===== src/rtl/smp_defs.svh =====
`ifndef SMP_DEFS_SVH
`define SMP_DEFS_SVH
// Summary of operation
// one byte goes out and one byte comes in during each transfer
// software picks master role (drives clock) or slave role (follows clock)
// clock idle level and sampling phase are programmable, four formats
// master drives the master-out line, slave samples it
// selected slave drives the master-in line, master samples it
// bytes shift most significant bit first on both lines
// master gives exactly eight clock pulses per byte, one bit each
// master keeps a slave's select low for the whole message
// unselected slave releases its master-in output
// master selects only one slave at a time
// in master role a low select level flags a mode fault
// master with select disabled ignores select, never flags a fault
// slave with phase and select-disable set is always selected
// clearing select-disable leaves the fault flag alone
// software keeps select-disable clear while phase is zero
// rate code 1..6 divides the clock by 4..128; 0 and 7 unused
// mode fault flag can raise an interrupt request
// write collision flag guards the data register during transfers
// select low in master role with select enabled sets the fault flag
// mode fault requests interrupt, clears enable and master bits
// data write mid-transfer sets collision flag, transfer continues
// with phase zero, select toggles high then low between bytes
// master data write while idle loads shifter, starts eight clocks

// register addresses
`define SMP_ADDR_CTRL 2'h0
`define SMP_ADDR_STAT 2'h1
`define SMP_ADDR_DATA 2'h2

// control register fields
`define SMP_CTL_RATE0 0
`define SMP_CTL_RATE1 1
`define SMP_CTL_PHASE 2
`define SMP_CTL_POLARITY 3
`define SMP_CTL_MASTER 4
`define SMP_CTL_DISSEL 5
`define SMP_CTL_ENABLE 6
`define SMP_CTL_RATE2 7
`define SMP_CTRL_RST 8'h00

// status register fields
`define SMP_STA_FAULT 4
`define SMP_STA_COLL 6
`define SMP_STA_DONE 7

// half serial period minus one, in clock cycles, per rate code
`define SMP_HALF_DIV4 7'h01
`define SMP_HALF_DIV8 7'h03
`define SMP_HALF_DIV16 7'h07
`define SMP_HALF_DIV32 7'h0F
`define SMP_HALF_DIV64 7'h1F
`define SMP_HALF_DIV128 7'h3F

// clock edges per byte
`define SMP_LAST_EDGE 5'h0F
`define SMP_EDGES 5'h10

// synchronised pin slots
`define SMP_NPINS 4
`define SMP_PIN_SCK 0
`define SMP_PIN_MOSI 1
`define SMP_PIN_MISO 2
`define SMP_PIN_SSN 3
`define SMP_SYNC_RST 4'h8
`endif


===== src/rtl/smp_pkg.sv =====
package smp_pkg;
   typedef enum logic [0:0] {
      ST_IDLE,
      ST_SHIFT
   } smp_state_t;
endpackage // smp_pkg


===== src/rtl/smp_sync_if.sv =====
`timescale 1ns/100ps
`include "smp_defs.svh"
interface smp_sync_if;
   logic [`SMP_NPINS-1:0] raw;
   logic [`SMP_NPINS-1:0] sync;
   modport syn (input raw, output sync);
   modport top (output raw, input sync);
endinterface // smp_sync_if


===== src/rtl/smp_sync.sv =====
`timescale 1ns/100ps
`include "smp_defs.svh"
module smp_sync (
   // clock and reset
   input wire logic ref_clk_i,
   input wire logic rst_i,
   // pins in, synchronised pins out
   smp_sync_if.syn port
);
   logic [`SMP_NPINS-1:0] meta_q;
   logic [`SMP_NPINS-1:0] sync_q;

   always_ff @(posedge ref_clk_i or posedge rst_i)
   begin
      if (rst_i)
      begin
         meta_q <= `SMP_SYNC_RST;
         sync_q <= `SMP_SYNC_RST;
      end
      else
      begin
         meta_q <= port.raw;
         sync_q <= meta_q;
      end
   end

   assign port.sync = sync_q;
endmodule // smp_sync


===== src/rtl/smp_top.sv =====
// Design decisions made here: the plain strobed port and the placing of the registers.
`timescale 1ns/100ps
`include "smp_defs.svh"
module smp_top (
   // clock and reset
   input wire logic ref_clk_i,
   input wire logic rst_i,
   // register port
   input wire logic [1:0] reg_addr_i,
   input wire logic [7:0] reg_wdata_i,
   input wire logic reg_wr_i,
   input wire logic reg_rd_i,
   output logic [7:0] reg_rdata_o,
   // interrupt request
   output logic irq_o,
   // serial clock pin
   input wire logic sck_i,
   output logic sck_o,
   output logic sck_oe_o,
   // master-out pin
   input wire logic mosi_i,
   output logic mosi_o,
   output logic mosi_oe_o,
   // master-in pin
   input wire logic miso_i,
   output logic miso_o,
   output logic miso_oe_o,
   // slave select pin
   input wire logic ss_n_i
);
   smp_sync_if pins_if ();
   smp_pkg::smp_state_t state_q;
   logic [7:0] ctrl_q;
   logic [7:0] sh_q;
   logic [7:0] rx_q;
   logic [7:0] rdata_q;
   logic [7:0] stat_vec;
   logic [6:0] div_q;
   logic [6:0] half_m1;
   logic [4:0] edge_cnt_q;
   logic [2:0] rate;
   logic smp_q, sck_q, sck_prev_q, irq_q;
   logic fault_q, coll_q, done_q;
   logic fault_arm_q, coll_arm_q, done_arm_q;
   logic sck_s, mosi_s, miso_s, ss_n_s;
   logic enable, is_master, pol, pha, dissel, rate_ok;
   logic busy, sel, fault, abort, start;
   logic wr_ctrl, wr_data, rd_stat, acc_data;
   logic m_edge, s_edge, ev, lead, sample, last, din, shin;
   logic [7:0] shifted;

   assign pins_if.raw = {ss_n_i, miso_i, mosi_i, sck_i};

   smp_sync u_sync (
      .ref_clk_i(ref_clk_i),
      .rst_i(rst_i),
      .port(pins_if.syn)
   );

   assign sck_s = pins_if.sync[`SMP_PIN_SCK];
   assign mosi_s = pins_if.sync[`SMP_PIN_MOSI];
   assign miso_s = pins_if.sync[`SMP_PIN_MISO];
   assign ss_n_s = pins_if.sync[`SMP_PIN_SSN];

   assign enable = ctrl_q[`SMP_CTL_ENABLE];
   assign is_master = ctrl_q[`SMP_CTL_MASTER];
   assign pol = ctrl_q[`SMP_CTL_POLARITY];
   assign pha = ctrl_q[`SMP_CTL_PHASE];
   assign dissel = ctrl_q[`SMP_CTL_DISSEL];
   assign rate = {ctrl_q[`SMP_CTL_RATE2], ctrl_q[`SMP_CTL_RATE1], ctrl_q[`SMP_CTL_RATE0]};

   assign wr_ctrl = reg_wr_i && (reg_addr_i == `SMP_ADDR_CTRL);
   assign wr_data = reg_wr_i && (reg_addr_i == `SMP_ADDR_DATA);
   assign rd_stat = reg_rd_i && (reg_addr_i == `SMP_ADDR_STAT);
   assign acc_data = (reg_wr_i || reg_rd_i) && (reg_addr_i == `SMP_ADDR_DATA);

   assign busy = (state_q == smp_pkg::ST_SHIFT);
   // phase 1 plus select-disable: select pin level no longer matters
   assign sel = !ss_n_s || (pha && dissel);
   assign fault = enable && is_master && !dissel && !ss_n_s;
   // slave deselect mid-byte drops the partial byte
   assign abort = fault || !enable || (!is_master && !sel);
   assign start = wr_data && !busy && enable && is_master && rate_ok;

   // codes 0 and 7 have no rate, so a master write there never starts
   always_comb
   begin
      rate_ok = 1'b1;
      unique case (rate)
         3'h1: half_m1 = `SMP_HALF_DIV4;
         3'h2: half_m1 = `SMP_HALF_DIV8;
         3'h3: half_m1 = `SMP_HALF_DIV16;
         3'h4: half_m1 = `SMP_HALF_DIV32;
         3'h5: half_m1 = `SMP_HALF_DIV64;
         3'h6: half_m1 = `SMP_HALF_DIV128;
         default:
         begin
            half_m1 = 7'h00;
            rate_ok = 1'b0;
         end
      endcase
   end

   assign m_edge = is_master && busy && (div_q == half_m1);
   assign s_edge = !is_master && enable && sel && (sck_s != sck_prev_q);
   assign ev = m_edge || s_edge;
   assign lead = is_master ? (sck_q == pol) : (sck_s != pol);
   assign sample = pha ? !lead : lead;
   assign last = (edge_cnt_q == `SMP_LAST_EDGE);
   assign din = is_master ? miso_s : mosi_s;
   // phase 1 samples on the last edge itself, so take the live bit there
   assign shin = (pha && last) ? din : smp_q;
   assign shifted = {sh_q[6:0], shin};

   always_ff @(posedge ref_clk_i or posedge rst_i)
   begin
      if (rst_i)
      begin
         sh_q <= 8'h00;
         smp_q <= 1'b0;
         rx_q <= 8'h00;
      end
      else if (wr_data && !busy)
         sh_q <= reg_wdata_i;
      else if (ev && !abort)
      begin
         if (sample)
            smp_q <= din;
         // no shift on the first phase 1 edge: b7 already sits on mosi from the load
         if (!sample && edge_cnt_q != 5'h00)
            sh_q <= shifted;
         if (last)
            rx_q <= shifted;
      end
   end

   always_ff @(posedge ref_clk_i or posedge rst_i)
   begin
      if (rst_i)
      begin
         state_q <= smp_pkg::ST_IDLE;
         edge_cnt_q <= 5'h00;
      end
      else if (abort)
      begin
         state_q <= smp_pkg::ST_IDLE;
         edge_cnt_q <= 5'h00;
      end
      else if (start)
      begin
         state_q <= smp_pkg::ST_SHIFT;
         edge_cnt_q <= 5'h00;
      end
      else if (ev)
      begin
         if (last)
         begin
            state_q <= smp_pkg::ST_IDLE;
            edge_cnt_q <= 5'h00;
         end
         else
         begin
            state_q <= smp_pkg::ST_SHIFT;
            edge_cnt_q <= edge_cnt_q + 5'h01;
         end
      end
   end

   always_ff @(posedge ref_clk_i or posedge rst_i)
   begin
      if (rst_i)
      begin
         div_q <= 7'h00;
         sck_q <= 1'b0;
         sck_prev_q <= 1'b0;
      end
      else
      begin
         sck_prev_q <= sck_s;
         if (!busy || start)
         begin
            div_q <= 7'h00;
            sck_q <= pol;
         end
         else if (m_edge)
         begin
            div_q <= 7'h00;
            sck_q <= !sck_q;
         end
         else
            div_q <= div_q + 7'h01;
      end
   end

   always_ff @(posedge ref_clk_i or posedge rst_i)
   begin
      if (rst_i)
         ctrl_q <= `SMP_CTRL_RST;
      else
      begin
         if (wr_ctrl)
            ctrl_q <= reg_wdata_i;
         if (fault)
         begin
            ctrl_q[`SMP_CTL_ENABLE] <= 1'b0;
            ctrl_q[`SMP_CTL_MASTER] <= 1'b0;
         end
      end
   end

   // fault clears by status read then control write; a new fault wins
   always_ff @(posedge ref_clk_i or posedge rst_i)
   begin
      if (rst_i)
      begin
         fault_q <= 1'b0;
         fault_arm_q <= 1'b0;
      end
      else
      begin
         if (fault)
            fault_q <= 1'b1;
         else if (wr_ctrl && fault_arm_q)
            fault_q <= 1'b0;
         if (rd_stat && fault_q)
            fault_arm_q <= 1'b1;
         else if (wr_ctrl)
            fault_arm_q <= 1'b0;
      end
   end

   // collision and done clear by status read then data access
   always_ff @(posedge ref_clk_i or posedge rst_i)
   begin
      if (rst_i)
      begin
         coll_q <= 1'b0;
         coll_arm_q <= 1'b0;
         done_q <= 1'b0;
         done_arm_q <= 1'b0;
      end
      else
      begin
         if (wr_data && busy)
            coll_q <= 1'b1;
         else if (acc_data && coll_arm_q)
            coll_q <= 1'b0;
         if (ev && last && !abort)
            done_q <= 1'b1;
         else if (acc_data && done_arm_q)
            done_q <= 1'b0;
         if (rd_stat && coll_q)
            coll_arm_q <= 1'b1;
         else if (acc_data)
            coll_arm_q <= 1'b0;
         if (rd_stat && done_q)
            done_arm_q <= 1'b1;
         else if (acc_data)
            done_arm_q <= 1'b0;
      end
   end

   always_comb
   begin
      stat_vec = 8'h00;
      stat_vec[`SMP_STA_FAULT] = fault_q;
      stat_vec[`SMP_STA_COLL] = coll_q;
      stat_vec[`SMP_STA_DONE] = done_q;
   end

   always_ff @(posedge ref_clk_i or posedge rst_i)
   begin
      if (rst_i)
      begin
         rdata_q <= 8'h00;
         irq_q <= 1'b0;
      end
      else
      begin
         // collision stays off the request line on purpose
         irq_q <= fault_q || done_q;
         if (reg_rd_i)
         begin
            unique case (reg_addr_i)
               `SMP_ADDR_CTRL: rdata_q <= ctrl_q;
               `SMP_ADDR_STAT: rdata_q <= stat_vec;
               `SMP_ADDR_DATA: rdata_q <= rx_q;
               default: rdata_q <= 8'h00;
            endcase
         end
         else
            rdata_q <= 8'h00;
      end
   end

   assign reg_rdata_o = rdata_q;
   assign irq_o = irq_q;
   assign sck_o = sck_q;
   assign sck_oe_o = enable && is_master;
   assign mosi_o = sh_q[7];
   assign mosi_oe_o = enable && is_master;
   assign miso_o = sh_q[7];
   assign miso_oe_o = enable && !is_master && sel;

   // checking helpers
   logic [4:0] tog_q;
   logic [6:0] gap_q;
   logic sck_d_q, fin_q;

   always_ff @(posedge ref_clk_i or posedge rst_i)
   begin
      if (rst_i)
      begin
         tog_q <= 5'h00;
         gap_q <= 7'h00;
         sck_d_q <= 1'b0;
         fin_q <= 1'b0;
      end
      else
      begin
         sck_d_q <= sck_o;
         fin_q <= ev && last && !abort;
         if (start)
            tog_q <= 5'h00;
         else if (sck_o != sck_d_q)
            tog_q <= tog_q + 5'h01;
         if (start)
            gap_q <= 7'h00;
         else if (sck_o != sck_d_q)
            gap_q <= 7'h01;
         else
            gap_q <= gap_q + 7'h01;
      end
   end
endmodule // smp_top


===== config.mk =====
export PLATFORM = sky130hd
export DESIGN_NAME = smp_top
export DESIGN_NICKNAME = d
export VERILOG_FILES = /design/src/rtl/smp_pkg.sv /design/src/rtl/smp_sync_if.sv /design/src/rtl/smp_sync.sv /design/src/rtl/smp_top.sv
export VERILOG_INCLUDE_DIRS = /design/src /design/src/rtl
export SDC_FILE = /design/constraint.sdc
export NUM_CORES = 1
export LEC_CHECK = 0
export ABC_AREA = 1
export BUFFER_PORTS_ARGS = -buffer_cell sky130_fd_sc_hd__clkbuf_2
export CORE_UTILIZATION = 62
export CTS_CLUSTER_DIAMETER = 150
export DETAILED_ROUTE_END_ITERATION = 10
export HOLD_SLACK_MARGIN = 0.03
export PLACE_DENSITY_LB_ADDON = 0.05
export SLEW_MARGIN = 20
export SYNTH_ARGS = -nofsm -noshare
export SYNTH_HDL_FRONTEND = slang
export SYNTH_SLANG_ARGS = --single-unit

===== constraint.sdc =====
create_clock -name ref_clk_i -period 5.8 [get_ports ref_clk_i]
set_input_delay 1.16 -clock ref_clk_i [delete_from_list [all_inputs] [get_ports ref_clk_i]]
set_output_delay 1.16 -clock ref_clk_i [all_outputs]
set_load 0.05 [all_outputs]

# --- After elaboration in Yosys (flattened, before gate mapping) ---
# Cells that the tools add are included.
classes:
  mux: 37
  addsub: 2
  reduce_logical: 64
  bitwise_logic: 1
  n_eq_ne: 13
ops:
  columns: ["cell", "count"]
  rows:
  - ["6-bit one-hot mux with 6 select lines", 1]
  - ["8-bit two-way mux", 4]
  - ["1-bit logical AND", 30]
  - ["1-bit two-way mux", 24]
  - ["8-bit one-hot mux with 3 select lines", 1]
  - ["7-bit two-way mux", 3]
  - ["5-bit two-way mux", 4]
  - ["2-bit nonzero test", 10]
  - ["1-bit logical NOT", 10]
  - ["3-bit equality test, second input constant", 3]
  - ["7-bit by 1-bit adder with 7-bit output, second input constant", 1]
  - ["7-bit equality test", 1]
  - ["1-bit logical OR", 7]
  - ["3-bit by 2-bit equality test with 1-bit output, second input constant", 2]
  - ["3-bit AND reduction", 2]
  - ["6-bit OR reduction", 1]
  - ["5-bit by 1-bit adder with 5-bit output, second input constant", 1]
  - ["5-bit by 4-bit equality test with 1-bit output, second input constant", 1]
  - ["5-bit nonzero test", 1]
  - ["3-bit by 1-bit equality test with 1-bit output, second input constant", 1]
  - ["3-bit nonzero test", 1]
  - ["2-bit by 1-bit equality test with 1-bit output, second input constant", 1]
  - ["2-bit equality test, second input constant", 1]
  - ["2-bit logical NOT", 1]
  - ["other kinds (4)", 5]
word_totals:
  reg_bits: 63
  wordCells: 137
  out_inout_bits: 15

# --- Depth between registers and ports, before layout ---
depth:
  word_depth: 9
  ltp_mapped: 13

# --- Modules after synthesis ---
# From an unflattened synthesis, not the netlist that was laid out.
unflattened:
  cells_unflattened: 350
  area_unflattened_um2: 3059.2
modules_own_cells:
  columns: ["module", "area_per_inst_um2", "n_inst", "cells_per_inst"]
  rows:
  - ["smp_top", 2852.7, 1, 341]
  - ["smp_sync", 206.4, 1, 9]

# --- Worst setup path before layout ---
# OpenSTA, ideal clock, no wires.
synth_path:
  path_type: "flip-flop to output port"
  from: "register ctrl_q[2]"
  to: "output port miso_oe_o"
  t_required_ns: 4.640
  n_path_buf: 0
  path_stages_with_launch: 5
  setup_slack_ns: 3.307
  arrival_time_ns: 1.333
  path_cell_list: "dfrtp_1 > inv_1 > o21ai_0 > nand2_1 > nor2_1"
synth_via:
  elab_chain_len: 3
synth_rtl:
  columns: ["item", "line_no", "text"]
  rows:
  - ["start, declared", "smp_top.sv:33", "logic [7:0] ctrl_q;"]
  - ["start signal, assigned", "smp_top.sv:198", "ctrl_q <= `SMP_CTRL_RST;"]
  - ["start signal, assigned", "smp_top.sv:202", "ctrl_q <= reg_wdata_i;"]
  - ["1-bit logical AND", "smp_top.sv:79", "assign sel = !ss_n_s || (pha && dissel);"]
  - ["1-bit logical OR", "smp_top.sv:79", null]
  - ["1-bit logical AND", "smp_top.sv:303", "assign miso_oe_o = enable && !is_master && sel;"]
  - ["end, declared", "smp_top.sv:27", "output logic miso_oe_o,"]
# Every way passes these cells.

# --- Final worst setup path ---
layout_path:
  from: "input port reg_addr_i[1]"
  to: "register sh_q[6]"
layout_via:
  elab_chain_len: 5
  word_cells_on_any_way: 7
layout_rtl:
  columns: ["item", "line_no", "text"]
  rows:
  - ["start, declared", "smp_top.sv:9", "input wire logic [1:0] reg_addr_i,"]
  - ["2-bit equality test (*)", null, null]
  - ["1-bit logical AND (*)", "smp_top.sv:73", "assign wr_data = reg_wr_i && (reg_addr_i == `SMP_ADDR_DATA);"]
  - ["1-bit logical AND (*)", "smp_top.sv:123", "else if (wr_data && !busy)"]
  - ["2-bit nonzero test (no line)", null, null]
  - ["2-bit AND reduction (no line)", null, null]
  - ["end signal, assigned", "smp_top.sv:124", "sh_q <= reg_wdata_i;"]
  - ["end signal, assigned", "smp_top.sv:131", "sh_q <= shifted;"]
  - ["end, declared", "smp_top.sv:34", "logic [7:0] sh_q;"]
# Every way passes the cells marked *; elsewhere a longest branch is shown, timed or not.
# A chain may end at the register's enable or synchronous reset.

==> reports/metrics.sh <==
SYNTH.YOSYS.SEQ_AREA_SHARE=0.530
DIE_Y_UM=71.3
CTSHTREEMAXLEVEL=3
POWER.DENSITY_CELL_AREA_nW_PER_UM2=393
FINAL.FILL_COUNT=346
GRT_MAX_DEGREE=64
POST-CTS-SETUP-BUFFER-COUNT=0
FINAL-SETUP-VIOL-COUNT=0
FIRST_ITER_VIOLATIONS=224
NUMBER_OF_CELLS_PRODUCED_BY_SYNTHESIS=357
CLOCK.FMAX_MHz=343
DOMINANTREGCELLSYNTH='sky130_fd_sc_hd__dfrtp_1'
CTS_ROOT_BUF='sky130_fd_sc_hd__clkbuf_8'
GPL.FINAL_WEIGHTED_CONGESTION=0.867
FIRST_PASS_ITERS=7
SYNTHESIS.AREA_UM2=2980
GRT_FIRST_PASS_WIRELENGTH_MM=10.5
SYNTH_SEQ_CELLS=63
SYNTHESIZED_NET_COUNT=378
SYNTH_ENABLE_FLOP_CELLS=0
CP_CELL_SEQUENCE='clkbuf_2, inv_1, nor2_4, inv_1, nor3_2, inv_1, nand2_1, nand2_4, nand2_1, nand2_1'
TIGHTESTPINTRANSITION_NS=0.768
DP_CELLS=436
ROUTE.DETAILED.WL_PER_INST_UM=13.7
GRT_SETUP_UNREPAIRED='false'
MULTI_INPUT_AREA_UM2=1200
P_TOTAL_W=0.00132
WORSTSETUPENDPOINTTYPE='flop'
POST_CTS_HOLD_FIX_BUFS=0
FINAL_INSTANCE_COUNT_WITHOUT_FILLER_CELLS=452
VIOLATIONS_IN_THE_FINAL_REPORTS='DRC'
WORSTPATHREQUIRED_NS=6.02
FIN_CRIT_SH=0.503
CRITICAL_PATH_FANOUTS_MAX=11
INITIAL_UTILIZATION=0.666
SYNTH_CELL_TYPES=31
CTS_SINKS=63
POST_ROUTE_CELLS_DRIVE_ABOVE_1_SHARE=0.168
CLK_TRANSITION_REPORTED_PATHS_NS=0.06
ROWS=24
HOLD-WORST-SLACK_NS=0.353
NUMBER_OF_ANTENNA_VIOLATIONS_AT_THE_FIRST_CHECK_IN_GLOBAL_ROUTING=0
GLOBALROUTETOTALUTIL=0.270
BUFFERS_FROM_CLOCK_ROOT_TO_SINK_AT_MOST=2
DR_TOTAL_VIAS=2495
CRITICAL_PATH_ARRIVAL_NS=3.14
STATUS='finished with violations'
WORST_SLEW_MARGIN_REL=0.488
VDD_IR_DROP_MAX_V=0.000214
CLKLATENCYLATEPIN_NS=0.34
FINALMAXSLEWVIOLATIONS=0
DIE_AREA_UM2=5090
FINAL.SETUP.TNS_NS=0
POSTSYNTH.ASYNCRESETSHARE=1.00
ANTENNA-DIODE-COUNT=0
HOLD_VIOL=0
SEQUENTIAL_CELL_AREA_UM2=1580
BUFFER_PORTS.INSERTED=32
GRT-OVFL-TOTAL=0
WORST_HOLD_PATH_TYPE='flop to flop'
TRITONCTS.NUM_BUFFERS=9
FINAL.SETUP_SKEW_NS=0.00880
POSTCTSRESIZEDCELLS=0
STD_CELL_CORE_AREA_UM2=4470
AREA_DELTA_SYNTH_FINAL_PCT=12.6
STARTPOINT_TYPE='input port'
CELLLEAKAGEPOWER_nW=1.78
FINALWIRELENGTH_MM=6.18
WORST_PATH_MAX_DELAY_CELL='sky130_fd_sc_hd__nor3_2'
TOP_LEVEL_PORTS=33
YS_WARN_COUNT=0
SYNTHESIS.AREA_PER_INSTANCE_UM2=8.35
DRTANTENNAVIOLNETS=0
VIA_COUNT_OF_THE_FIRST_GLOBAL_ROUTING_PASS=2309
DIE_W_UM=71.3
DRT_DRC_VIOLATIONS_LEFT=3
CLOCK_TREE_FROM_TRITONCTS='built'
SETUP.WORST_PATH.CLASS='input port to flop'
FINISH.NET_COUNT=416
MAX_STAGE_DELAY_NS=0.50
DP.FINAL_HPWL_MM=4.44
MAX_CAP_VIOL_COUNT=0
VIASPERCELL=5.52
PERIOD_MINUS_SLACK_NS=2.92
## cell usage in the layout, fill, tap and decap left out, drive strengths merged, types with 5 or more instances in the layout
cell type | netlist | layout
nand4 | 5 | 5
nand3 | 37 | 37
clkbuf | 2 | 45
inv | 43 | 43
o21ai | 32 | 32
nand2 | 118 | 118
a21oi | 7 | 7
dfrtp | 61 | 61
nor2 | 23 | 23
## worst max-delay path, delay by kind of cell
family        cells  cell delay, ns
simple gates      6            1.33
buf+inv           4            0.65
## power by group
part           internal, W  switching (W)  total, W
Clock             0.000177       0.000164  0.000342
Combinational     0.000112       0.000282  0.000394
Sequential        0.000516      0.0000666  0.000582
## layer usage
layer  wire (um)  vias to the layer above  part of all wire  track usage
met4          36                        0            0.0058       0.0889
met5           0                        -                 0            0
met2        2860                       86              0.46        0.421
met3         417                        4             0.067       0.0703
met1        2860                     1189              0.46        0.374
li1            -                     1216                 -            -
## cells in the mapped netlist, types with 3 or more instances
cell | count | area (um2)
sky130_fd_sc_hd__dfrtp_1 | 61 | 1530
sky130_fd_sc_hd__inv_1 | 43 | 161
sky130_fd_sc_hd__or2_2 | 3 | 18.8
sky130_fd_sc_hd__xor2_1 | 3 | 26.3
sky130_fd_sc_hd__nand4_1 | 5 | 31.3
sky130_fd_sc_hd__nand2_4 | 4 | 45.0
sky130_fd_sc_hd__nand2_1 | 111 | 417
sky130_fd_sc_hd__o21ai_0 | 32 | 160
sky130_fd_sc_hd__nand3_1 | 36 | 180
sky130_fd_sc_hd__a21oi_1 | 6 | 30.0
sky130_fd_sc_hd__ha_1 | 3 | 37.5
sky130_fd_sc_hd__buf_4 | 3 | 22.5
sky130_fd_sc_hd__nor2_1 | 20 | 75.1
sky130_fd_sc_hd__xnor2_1 | 3 | 26.3
## final cells by class
type / instances / area share
clock buffers: 13 / 0.0474
clock inverters: 3 / 0.00522
inverters: 44 / 0.0507
multi-input cells: 244 / 0.357
flip-flops and latches: 63 / 0.471
well taps: 52 / 0.0194
repair buffers: 33 / 0.0500
## cell families after synthesis
| group | synth area share |
|---|---|
| and+or+nand+nor | 0.290 |
| xor gates and xnor gates | 0.0176 |
| adders and majority gates | 0.0126 |
| buffers and inverters | 0.0684 |
| AOI/OAI and AO/OA | 0.0819 |
| DFF | 0.530 |
## stage by stage
step	worst slack [ns]	area, um2	utilization
after floorplan	3.07	2980	-
after global routing	2.63	3360	0.750
after detailed placement	2.56	3180	0.711
after CTS	2.91	3360	0.750
after global placement	2.66	3180	0.711
final	2.88	3360	0.750
## final timing paths
check,depth (start not counted),from,slack [ns],to
min reg2reg,0,u_sync.meta_q[0]$_DFF_PP0_,0.35,u_sync.port.sync[0]$_DFF_PP0_
min,0,u_sync.meta_q[0]$_DFF_PP0_,0.35,u_sync.port.sync[0]$_DFF_PP0_
max in group asynchronous,3,rst_i,4.27,sh_q[3]$_DFFE_PP0P_
max,10,reg_addr_i[1],2.88,sh_q[6]$_DFFE_PP0P_
max reg2reg,6,busy$_DFFE_PP0P_,3.68,sh_q[6]$_DFFE_PP0P_
min in group asynchronous,3,rst_i,1.01,sck_o$_DFFE_PP0P_
## registers in the layout (all words and copies together) (netlist names)
signal,count
busy,1
u_sync.port.sync,4
fault_arm_q,1
u_sync.meta_q,4
coll_q,1
sh_q,8
irq_o,1
coll_arm_q,1
done_arm_q,1
reg_rdata_o,8
edge_cnt_q,5
sck_prev_q,1
fault_q,1
ctrl_q,8
sck_o,1
rx_q,8
div_q,7
done_q,1
smp_q,1
Note: power is estimated with default switching activity, not from simulation.
